$ cat src/logic/sfs_pkg.sv
// sfs_pkg: register map, field positions, reset values and frame timing
// figures shared by the frame sync timing block.
// assumes an 8-bit register address space and 8-bit register data.
package sfs_pkg;

    ////////////////////////////////////////////////////////////////////////
    // register offsets
    localparam logic [7:0] ADDR_COMMON_H   = 8'h12;
    localparam logic [7:0] ADDR_VWIN_START = 8'h19;
    localparam logic [7:0] ADDR_VWIN_END   = 8'h1A;
    localparam logic [7:0] ADDR_LI_HS_HIGH = 8'h2A;
    localparam logic [7:0] ADDR_LI_ADJ_LOW = 8'h2B;
    localparam logic [7:0] ADDR_VS_EXT_LOW = 8'h2D;
    localparam logic [7:0] ADDR_VS_EXT_HI  = 8'h2E;
    localparam logic [7:0] ADDR_LUMA_AVG   = 8'h2F;
    localparam logic [7:0] ADDR_BLANK_WIN  = 8'h32;

    // reset values
    localparam logic [7:0] RST_COMMON_H   = 8'h20;
    localparam logic [7:0] RST_VWIN_START = 8'h01;
    localparam logic [7:0] RST_VWIN_END   = 8'h97;
    localparam logic [7:0] RST_ZERO       = 8'h00;

    // field positions
    localparam int LI_EN_BIT      = 7;
    localparam int LI_MSB_HI      = 6;
    localparam int LI_MSB_LO      = 5;
    localparam int LI_RSVD_BIT    = 4;
    localparam int HS_END_HI      = 3;
    localparam int HS_END_LO      = 2;
    localparam int HS_START_HI    = 1;
    localparam int HS_START_LO    = 0;
    localparam int CH_HALF_RES    = 6;
    localparam int CH_AVG_EN      = 5;
    localparam int BW_PAD_WIDE    = 7;
    localparam int BW_PAD_NARROW  = 6;
    localparam int BW_VERTICAL_WINDOW_END_LSB    = 5;
    localparam int BW_VSTART_LSB  = 4;
    localparam int BW_HWIN_A_HI   = 3;
    localparam int BW_HWIN_A_LO   = 2;
    localparam int BW_HWIN_B_HI   = 1;
    localparam int BW_HWIN_B_LO   = 0;

    ////////////////////////////////////////////////////////////////////////
    // frame timing, in pixel clocks and line periods
    localparam logic [11:0] ACT_PIX_FULL   = 12'h640;
    localparam logic [11:0] ACT_PIX_HALF   = 12'h320;
    localparam logic [11:0] HBLANK_BASE    = 12'h100;
    localparam logic [11:0] PAD_WIDE       = 12'h040;
    localparam logic [11:0] PAD_NARROW     = 12'h010;
    localparam logic [11:0] PAD_NONE       = 12'h000;
    localparam logic [10:0] FRAME_LN_FULL  = 11'h3CE;
    localparam logic [10:0] FRAME_LN_HALF  = 11'h1E7;
    localparam logic [16:0] VS_BASE_LINES  = 17'h00004;
    localparam logic [7:0]  HS_START_LOW   = 8'h00;
    localparam logic [7:0]  HS_END_LOW     = 8'h40;
    localparam int          VWIN_SH_FULL   = 2;
    localparam int          VWIN_SH_HALF   = 1;

    // sync strobes toward the host receiver
    typedef struct packed {
        logic vsync;
        logic hsync;
        logic href;
    } sfs_sync_t;

    // one register port access
    typedef struct packed {
        logic [7:0] addr;
        logic [7:0] wdata;
        logic       wr;
        logic       rd;
    } sfs_req_t;

endpackage

$ cat src/logic/sfs_frame_timing.sv
// sfs_frame_timing: configuration registers and line/frame sync generator
// of the sensor video output, with the average luminance readout.
// assumes the register master drives one-cycle strobes synchronous to
// ref_clk and the channel averages are stable between frame ends.
//
// Behaviour
// RQ1 - line interval stretch applies only when enabled; 10-bit value from two registers
// RQ2 - each adjust unit adds one 1/974 frame (full) or 1/487 (half)
// RQ3 - control-L bits 3:2 are hsync end point high bits
// RQ4 - control-L bits 1:0 are hsync start point high bits
// RQ5 - vsync lasts four lines, plus one line per low extension count
// RQ6 - each high extension count adds 256 lines to vsync
// RQ7 - luminance register updates automatically only while average enable is set
// RQ8 - luminance is sum of four channel averages divided by four
// RQ9 - control-M bit 7 adds 040 blank pixels each side of href
// RQ10 - control-M bit 6 adds 010 blank pixels each side of href
// RQ11 - with neither option set no extra blank pixels appear
// RQ12 - control-M bit 5 is vertical window end low bit
// RQ13 - control-M bit 4 is vertical window start low bit
// RQ14 - control-M bits 3:2 and 1:0 are horizontal window low bits
// RQ15 - average counter runs only while its enable bit is one
// RQ16 - vertical window step is four lines full, two lines half resolution
// RQ17 - vsync width is four lines plus the 16-bit extension value
`timescale 1ns/1ps

module sfs_frame_timing (
    input  wire logic             ref_clk,
    input  wire logic             srst,
    input  wire sfs_pkg::sfs_req_t reg_req,
    output logic [7:0]            reg_rdata,
    input  wire logic [7:0]       blue_avg,
    input  wire logic [7:0]       green_b_avg,
    input  wire logic [7:0]       green_r_avg,
    input  wire logic [7:0]       red_avg,
    output sfs_pkg::sfs_sync_t    sync_out,
    output logic [1:0]            hwin_start_low,
    output logic [1:0]            hwin_end_low
);

    ////////////////////////////////////////////////////////////////////////
    // register storage
    logic [7:0]  common_h_q;
    logic [7:0]  vwin_start_q;
    logic [7:0]  vwin_end_q;
    logic [7:0]  li_hs_high_q;
    logic [7:0]  li_adj_low_q;
    logic [7:0]  vs_ext_low_q;
    logic [7:0]  vs_ext_high_q;
    logic [7:0]  luma_q;
    logic [7:0]  blank_win_q;
    logic [7:0]  rdata_q;

    // timing state
    logic [11:0] pix_q;
    logic [10:0] line_q;
    logic [16:0] vs_cnt_q;
    sfs_pkg::sfs_sync_t sync_q;
    sfs_pkg::sfs_sync_t sync_d;

    // derived configuration
    logic        half_res;
    logic [11:0] act_pix;
    logic [11:0] pad;
    logic [11:0] line_len;
    logic [9:0]  li_adj;
    logic [10:0] frame_lines;
    logic        line_end;
    logic        frame_end;
    logic [8:0]  vstart9;
    logic [8:0]  vend9;
    logic [10:0] vstart_ln;
    logic [10:0] vertical_window_end_ln;
    logic [9:0]  hs_start;
    logic [9:0]  hs_end;
    logic [9:0]  luma_sum;
    logic        avg_on;
    logic        wr_en;
    logic        in_vwin;
    logic        in_active;
    logic        in_hsync;

    assign wr_en = reg_req.wr;

    ////////////////////////////////////////////////////////////////////////
    // register writes, one process per group of related registers;
    // unmapped offsets are dropped so software probing the gaps is harmless

    // resolution, average enable and vertical window bounds
    always_ff @(posedge ref_clk) begin
        if (srst) begin
            common_h_q   <= sfs_pkg::RST_COMMON_H;
            vwin_start_q <= sfs_pkg::RST_VWIN_START;
            vwin_end_q   <= sfs_pkg::RST_VWIN_END;
        end else if (wr_en) begin
            case (reg_req.addr)
                sfs_pkg::ADDR_COMMON_H:   common_h_q   <= reg_req.wdata;
                sfs_pkg::ADDR_VWIN_START: vwin_start_q <= reg_req.wdata;
                sfs_pkg::ADDR_VWIN_END:   vwin_end_q   <= reg_req.wdata;
                default: ;
            endcase
        end
    end

    // line interval stretch and hsync edge high bits
    always_ff @(posedge ref_clk) begin
        if (srst) begin
            li_hs_high_q <= sfs_pkg::RST_ZERO;
            li_adj_low_q <= sfs_pkg::RST_ZERO;
        end else if (wr_en) begin
            case (reg_req.addr)
                sfs_pkg::ADDR_LI_HS_HIGH: li_hs_high_q <= reg_req.wdata;
                sfs_pkg::ADDR_LI_ADJ_LOW: li_adj_low_q <= reg_req.wdata;
                default: ;
            endcase
        end
    end

    // vsync width extension; the counter takes it at the next frame start
    always_ff @(posedge ref_clk) begin
        if (srst) begin
            vs_ext_low_q  <= sfs_pkg::RST_ZERO;
            vs_ext_high_q <= sfs_pkg::RST_ZERO;
        end else if (wr_en) begin
            case (reg_req.addr)
                sfs_pkg::ADDR_VS_EXT_LOW: vs_ext_low_q  <= reg_req.wdata;
                sfs_pkg::ADDR_VS_EXT_HI:  vs_ext_high_q <= reg_req.wdata;
                default: ;
            endcase
        end
    end

    // blanking pad select and window low bits
    always_ff @(posedge ref_clk) begin
        if (srst) begin
            blank_win_q <= sfs_pkg::RST_ZERO;
        end else if (wr_en && reg_req.addr == sfs_pkg::ADDR_BLANK_WIN) begin
            blank_win_q <= reg_req.wdata;
        end
    end

    ////////////////////////////////////////////////////////////////////////
    // luminance average: hardware update at frame end wins over a write
    // in the same cycle, so a fresh measurement is never lost;
    // while average enable is set the readout is at most one frame old, so software wanting a fresh
    // value waits for the next vsync before reading it
    // the sum keeps two spare bits so four full-scale averages cannot wrap
    assign avg_on   = common_h_q[sfs_pkg::CH_AVG_EN];
    assign luma_sum = {2'h0, blue_avg} + {2'h0, green_b_avg}
                    + {2'h0, green_r_avg} + {2'h0, red_avg};      // [RQ8]

    always_ff @(posedge ref_clk) begin
        if (srst) begin
            luma_q <= sfs_pkg::RST_ZERO;
        end else if (frame_end && avg_on) begin                 // [RQ7] [RQ15]
            luma_q <= luma_sum[9:2];                             // [RQ8]
        end else if (wr_en && reg_req.addr == sfs_pkg::ADDR_LUMA_AVG) begin
            luma_q <= reg_req.wdata;
        end
    end

    ////////////////////////////////////////////////////////////////////////
    // read data, one cycle after the strobe; unmapped reads return zero
    // a register written in the cycle before a read is seen with its new value
    always_ff @(posedge ref_clk) begin
        if (srst) begin
            rdata_q <= sfs_pkg::RST_ZERO;
        end else if (reg_req.rd) begin
            case (reg_req.addr)
                sfs_pkg::ADDR_COMMON_H:   rdata_q <= common_h_q;
                sfs_pkg::ADDR_VWIN_START: rdata_q <= vwin_start_q;
                sfs_pkg::ADDR_VWIN_END:   rdata_q <= vwin_end_q;
                sfs_pkg::ADDR_LI_HS_HIGH: begin
                    rdata_q <= li_hs_high_q;
                    rdata_q[sfs_pkg::LI_RSVD_BIT] <= 1'b0;       // reserved reads zero
                end
                sfs_pkg::ADDR_LI_ADJ_LOW: rdata_q <= li_adj_low_q;
                sfs_pkg::ADDR_VS_EXT_LOW: rdata_q <= vs_ext_low_q;
                sfs_pkg::ADDR_VS_EXT_HI:  rdata_q <= vs_ext_high_q;
                sfs_pkg::ADDR_LUMA_AVG:   rdata_q <= luma_q;
                sfs_pkg::ADDR_BLANK_WIN:  rdata_q <= blank_win_q;
                default:                  rdata_q <= sfs_pkg::RST_ZERO;
            endcase
        end
    end

    assign reg_rdata = rdata_q;

    ////////////////////////////////////////////////////////////////////////
    // line geometry: active width plus blank pad on both sides of href
    // the pad lands on both sides, so each option costs twice its count
    // in line length and slows the frame rate accordingly
    assign half_res = common_h_q[sfs_pkg::CH_HALF_RES];
    assign act_pix  = half_res ? sfs_pkg::ACT_PIX_HALF : sfs_pkg::ACT_PIX_FULL;

    // both options set: the wide pad wins
    always_comb begin
        if (blank_win_q[sfs_pkg::BW_PAD_WIDE]) begin
            pad = sfs_pkg::PAD_WIDE;                             // [RQ9]
        end else if (blank_win_q[sfs_pkg::BW_PAD_NARROW]) begin
            pad = sfs_pkg::PAD_NARROW;                           // [RQ10]
        end else begin
            pad = sfs_pkg::PAD_NONE;                             // [RQ11]
        end
    end

    assign line_len = act_pix + pad + pad + sfs_pkg::HBLANK_BASE;

    // frame length: one extra line per adjust unit, i.e. 1/974 of a full
    // frame or 1/487 of a half frame, only while stretching is enabled
    assign li_adj = {li_hs_high_q[sfs_pkg::LI_MSB_HI:sfs_pkg::LI_MSB_LO],
                     li_adj_low_q};                              // [RQ1]
    assign frame_lines = (half_res ? sfs_pkg::FRAME_LN_HALF
                                   : sfs_pkg::FRAME_LN_FULL)     // [RQ2]
                       + (li_hs_high_q[sfs_pkg::LI_EN_BIT]
                          ? {1'b0, li_adj} : 11'h000);           // [RQ1]

    // greater-or-equal compares keep the counters sane if software shrinks
    // the line or frame while the counters sit beyond the new end
    assign line_end  = (pix_q >= line_len - 12'h001);
    assign frame_end = line_end && (line_q >= frame_lines - 11'h001);

    ////////////////////////////////////////////////////////////////////////
    // pixel and line counters
    // both restart together at frame end, so every frame's first line
    // begins at pixel zero whatever was written mid-frame
    always_ff @(posedge ref_clk) begin
        if (srst) begin
            pix_q <= 12'h000;
        end else if (line_end) begin
            pix_q <= 12'h000;
        end else begin
            pix_q <= pix_q + 12'h001;
        end
    end

    always_ff @(posedge ref_clk) begin
        if (srst) begin
            line_q <= 11'h000;
        end else if (frame_end) begin
            line_q <= 11'h000;
        end else if (line_end) begin
            line_q <= line_q + 11'h001;
        end
    end

    ////////////////////////////////////////////////////////////////////////
    // vsync width counter: loaded at frame start, counts down per line
    always_ff @(posedge ref_clk) begin
        if (srst) begin
            vs_cnt_q <= sfs_pkg::VS_BASE_LINES;
        end else if (frame_end) begin
            vs_cnt_q <= sfs_pkg::VS_BASE_LINES                   // [RQ5] [RQ17]
                      + {1'b0, vs_ext_high_q, vs_ext_low_q};     // [RQ6]
        end else if (line_end && vs_cnt_q != 17'h00000) begin
            vs_cnt_q <= vs_cnt_q - 17'h00001;
        end
    end

    ////////////////////////////////////////////////////////////////////////
    // vertical window in lines: 9-bit value scaled by 4 or 2 lines per step
    // a start at or past the end gives no active lines at all
    assign vstart9 = {vwin_start_q, blank_win_q[sfs_pkg::BW_VSTART_LSB]}; // [RQ13]
    assign vend9   = {vwin_end_q, blank_win_q[sfs_pkg::BW_VERTICAL_WINDOW_END_LSB]};     // [RQ12]
    assign vstart_ln = half_res ? ({2'h0, vstart9} << sfs_pkg::VWIN_SH_HALF)
                                : ({2'h0, vstart9} << sfs_pkg::VWIN_SH_FULL); // [RQ16]
    assign vertical_window_end_ln   = half_res ? ({2'h0, vend9} << sfs_pkg::VWIN_SH_HALF)
                                : ({2'h0, vend9} << sfs_pkg::VWIN_SH_FULL);   // [RQ16]

    // hsync edges: high two bits from software, low eight fixed
    assign hs_start = {li_hs_high_q[sfs_pkg::HS_START_HI:sfs_pkg::HS_START_LO],
                       sfs_pkg::HS_START_LOW};                   // [RQ4]
    assign hs_end   = {li_hs_high_q[sfs_pkg::HS_END_HI:sfs_pkg::HS_END_LO],
                       sfs_pkg::HS_END_LOW};                     // [RQ3]

    ////////////////////////////////////////////////////////////////////////
    // window tests, kept apart so each compare is easy to follow
    assign in_vwin   = (line_q >= vstart_ln) && (line_q < vertical_window_end_ln);   // [RQ12] [RQ13]
    assign in_active = (pix_q >= pad) && (pix_q < pad + act_pix);    // [RQ9] [RQ10] [RQ11]
    // an end at or before the start leaves hsync low for the whole line
    assign in_hsync  = (pix_q >= {2'h0, hs_start}) && (pix_q < {2'h0, hs_end});

    // sync strobes, registered so the host sees clean edges
    always_comb begin
        sync_d.href  = in_vwin && in_active;
        sync_d.hsync = in_hsync;
        sync_d.vsync = (vs_cnt_q != 17'h00000);                  // [RQ5] [RQ6]
    end

    always_ff @(posedge ref_clk) begin
        if (srst) begin
            sync_q <= '0;
        end else begin
            sync_q <= sync_d;
        end
    end

    assign sync_out = sync_q;

    // horizontal window low bits are handed on to the window logic as-is
    assign hwin_start_low = blank_win_q[sfs_pkg::BW_HWIN_A_HI:sfs_pkg::BW_HWIN_A_LO]; // [RQ14]
    assign hwin_end_low   = blank_win_q[sfs_pkg::BW_HWIN_B_HI:sfs_pkg::BW_HWIN_B_LO]; // [RQ14]

endmodule

$ cat config.mk
export PLATFORM = sky130hd
export DESIGN_NAME = sfs_frame_timing
export DESIGN_NICKNAME = d
export VERILOG_FILES = /design/src/logic/sfs_pkg.sv /design/src/logic/sfs_frame_timing.sv
export SDC_FILE = /design/constraint.sdc
export NUM_CORES = 1
export LEC_CHECK = 0
export BUFFER_PORTS_ARGS = -buffer_cell sky130_fd_sc_hd__buf_2
export CAP_MARGIN = 20
export CORE_MARGIN = 2
export CORE_UTILIZATION = 45
export DETAILED_ROUTE_END_ITERATION = 8
export SETUP_SLACK_MARGIN = 0.05
export SYNTH_ARGS = -nofsm -noshare
export SYNTH_HDL_FRONTEND = slang
export SYNTH_SLANG_ARGS = --single-unit
$ cat constraint.sdc
create_clock -name ref_clk -period 5.2 [get_ports ref_clk]
set_input_delay 0.78 -clock ref_clk [delete_from_list [all_inputs] [get_ports ref_clk]]
set_output_delay 0.78 -clock ref_clk [all_outputs]
set_load 0.005 [all_outputs]
==> metrics.csv <==
metric,value,unit
outcome,completed,
fmax,229,MHz
place_congestion,0.974,
grt_max_degree,65,
cts_max_path_buffers,2,
clk_pin_slew,0.06,ns
slew_headroom,31.4,%
final-setup-viol-count,0,
std_cell_rows,49,
antenna_found_initial,0,
skew,0.0127,ns
routed-via-count,7225,
ioPinCount,67,
max-cap-violations,0,
hold_violations,0,
die_area,0.0196,mm²
firstDrtPassIters,5,
clk_latency,0.43,ns
crit_required,5.56,ns
dp_slack,0.867,ns
die_x,140,µm
final_cell_mix,"122 x dfxtp_1, 99 x nand2_1, 93 x nor2_1",
start_kind,register,
crit_cells,15,
portBuffers,66,
power.density,266,mW/mm²
worst_slew_pin_slew,1.02,ns
n_antenna_cell,0,
peakVddDrop,0.234,mV
area_growth,12.2,%
rsz0062_at_grt,false,
cts_setup_buffers,0,
grt_pass1_vias,6661,
seq_area_frac_synth,29.4,%
synth_edf_count,0,
slew_viol_final,0,
critical_path.top_delay_family,compound AO/OA/AOI/OAI gates,
arrival,4.73,ns
syn_area,0.00830,mm²
cts_hold_buf,0,
grt_overflow_total,0,
finalCriticalPeriod,4.37,ns
slowest_stage,o2111ai_1,
cpPeakStageDelay,0.91,ns
cp_max_fo,13,
synth_seq_cells,122,
finalWirelength,23.4,mm
root_buffer,clkbuf_16,
dpl.cell_count,1210,
instances_no_fill,1242,
min_path_type,reg2reg,
synth_cell_types,76,
first_iter_violations,674,
final_common_cell,dfxtp_1,
timing.final.crit_share,84.0,%
numCtsBuffers,17,
reg_top3,"vs_cnt_q: 17 flops, pix_q: 12 flops, line_q: 11 flops",
dpl.hpwl,16.9,mm
numClockSinks,122,
critPathCaptureType,register,
syn_avg_cell_area,8.59,µm²
ctsHtreeMaxLevel,4,
hold_depth,2,
tritoncts,yes,
crit_top_cell,a21oi_1,
grt_pass1_wl,36.9,mm
drive_gt1_share,11.2,%
synth_flop_cell,dfxtp_1,
leakage,4.06,nW
synth_warnings,0,
worstRegToRegCells,15,
initial_core_util,46.1,%
criticalPathCategory,reg2reg,
grt.total_usage,24.1,%
wl_per_cell,18.9,µm
ant_nets,0,
finish.net_count,1140,
drc,0,
postSynthCellCount,967,
post-route-util,51.7,%
regMostFlops,vs_cnt_q,
coreArea,0.0180,mm²
worst_slack,0.830,ns
p_total,2.48,mW
worst-path-buf-inv,2,
die_h,140,µm
syn_nets,1107,
via_per_inst,5.82,
cts_resized,0,
synthArstFlopShare,0,%
worstPathCellList,inv_1 -> ha_1 -> inv_1 -> ha_1 -> a21o_1 -> a21oi_1 -> o21bai_1 -> a21oi_1 -> a21oi_1 -> ha_1 -> a2111oi_0 -> nand4_1 -> o2111ai_1 -> o311ai_0 -> a21oi_1,
largest_reg_flops,17,
fin_setup_tns,0,ns
[through the flow]
stage | hold slack [ns] | area [µm²]
after floorplan | 0.430 | 8300
after global placement | 0.443 | 8690
after detailed placement | 0.440 | 8690
after CTS | 0.454 | 9320
after global routing | 0.480 | 9320
final | 0.450 | 9320
[kinds of logic after synthesis]
kind of cell | share of synthesized area [%]
muxes | 10.9
DFF | 29.4
AOI/OAI and AO/OA | 16.2
xor gates and xnor gates | 4.75
and+or+nand+nor | 19.4
adders and majority gates | 14.7
buffers and inverters | 4.64
[per-layer routing]
layer / vias up / share of wire (%) / track usage (%)
met3: 34 / 5.6 / 4.44
li1: 3558 / - / -
met2: 228 / 44 / 36.6
met4: 0 / 2.0 / 7.63
met5: - / 0 / 0
met1: 3405 / 48 / 34.7
[synthesized netlist by cell type (3+ instances only)]
library cell / number / share of area, %
dfxtp_1: 122 / 29
nand2_1: 99 / 4.5
nor2_1: 93 / 4.2
mux2i_1: 87 / 10
ha_1: 72 / 11
a21oi_1: 62 / 3.7
inv_1: 37 / 1.7
clkbuf_1: 33 / 1.5
nand3_1: 30 / 1.8
o21ai_0: 28 / 1.7
xnor2_1: 26 / 2.7
xor2_1: 19 / 2.0
fa_1: 16 / 3.9
nor3_1: 15 / 0.90
a31oi_1: 13 / 0.98
and3_1: 13 / 0.98
a22oi_1: 11 / 0.99
buf_2: 11 / 0.66
nand2b_1: 11 / 0.83
nand4_1: 10 / 0.75
a221oi_1: 9 / 0.95
o221ai_1: 9 / 0.95
nor2b_1: 8 / 0.60
a21o_1: 7 / 0.63
and2_1: 7 / 0.53
or4_1: 7 / 0.63
a211oi_1: 6 / 0.54
nand3b_1: 6 / 0.54
o21a_1: 6 / 0.54
o31ai_1: 6 / 0.54
and4_1: 5 / 0.53
buf_1: 5 / 0.23
buf_4: 5 / 0.45
o211ai_1: 5 / 0.45
a22o_1: 4 / 0.42
o41ai_1: 4 / 0.42
a2111oi_0: 3 / 0.32
a311oi_1: 3 / 0.32
mux2_2: 3 / 0.41
nor4_1: 3 / 0.23
[cell type report]
| class | instances | area, µm² |
|---|---|---|
| Fill cell | 1774 | 8710 |
| Tap cell | 229 | 287 |
| Clock buffer | 21 | 450 |
| Timing Repair Buffer | 69 | 353 |
| Clock inverter | 11 | 170 |
| Inverter | 37 | 139 |
| Multi-Input combinational cell | 753 | 5470 |
| Sequential cell | 122 | 2440 |
[tightest hold or removal path: cells and delay by family (launching register included)]
| kind | cells | cell delay [ns] |
|---|---|---|
| AO/OA/AOI/OAI | 1 | 0.05 |
| flip-flops | 1 | 0.32 |
| AND/OR/NAND/NOR | 1 | 0.05 |
[path summary, 6_finish.rpt]
path                               startpoint           end  slack, ns
worst max-delay path            common_h_q[6]     luma_q[4]       0.83
worst min-delay path             reg_rdata[6]  reg_rdata[6]       0.45
worst max register to register  common_h_q[6]     luma_q[4]       0.83
worst min register to register   reg_rdata[6]  reg_rdata[6]       0.45
[power breakdown]
part,switching (mW),leakage (nW),internal (mW)
combinational,0.156,2.78,0.106
clock,0.452,0.293,0.813
sequential,0.00684,0.984,0.941
(Power assumes the default switching activity.)
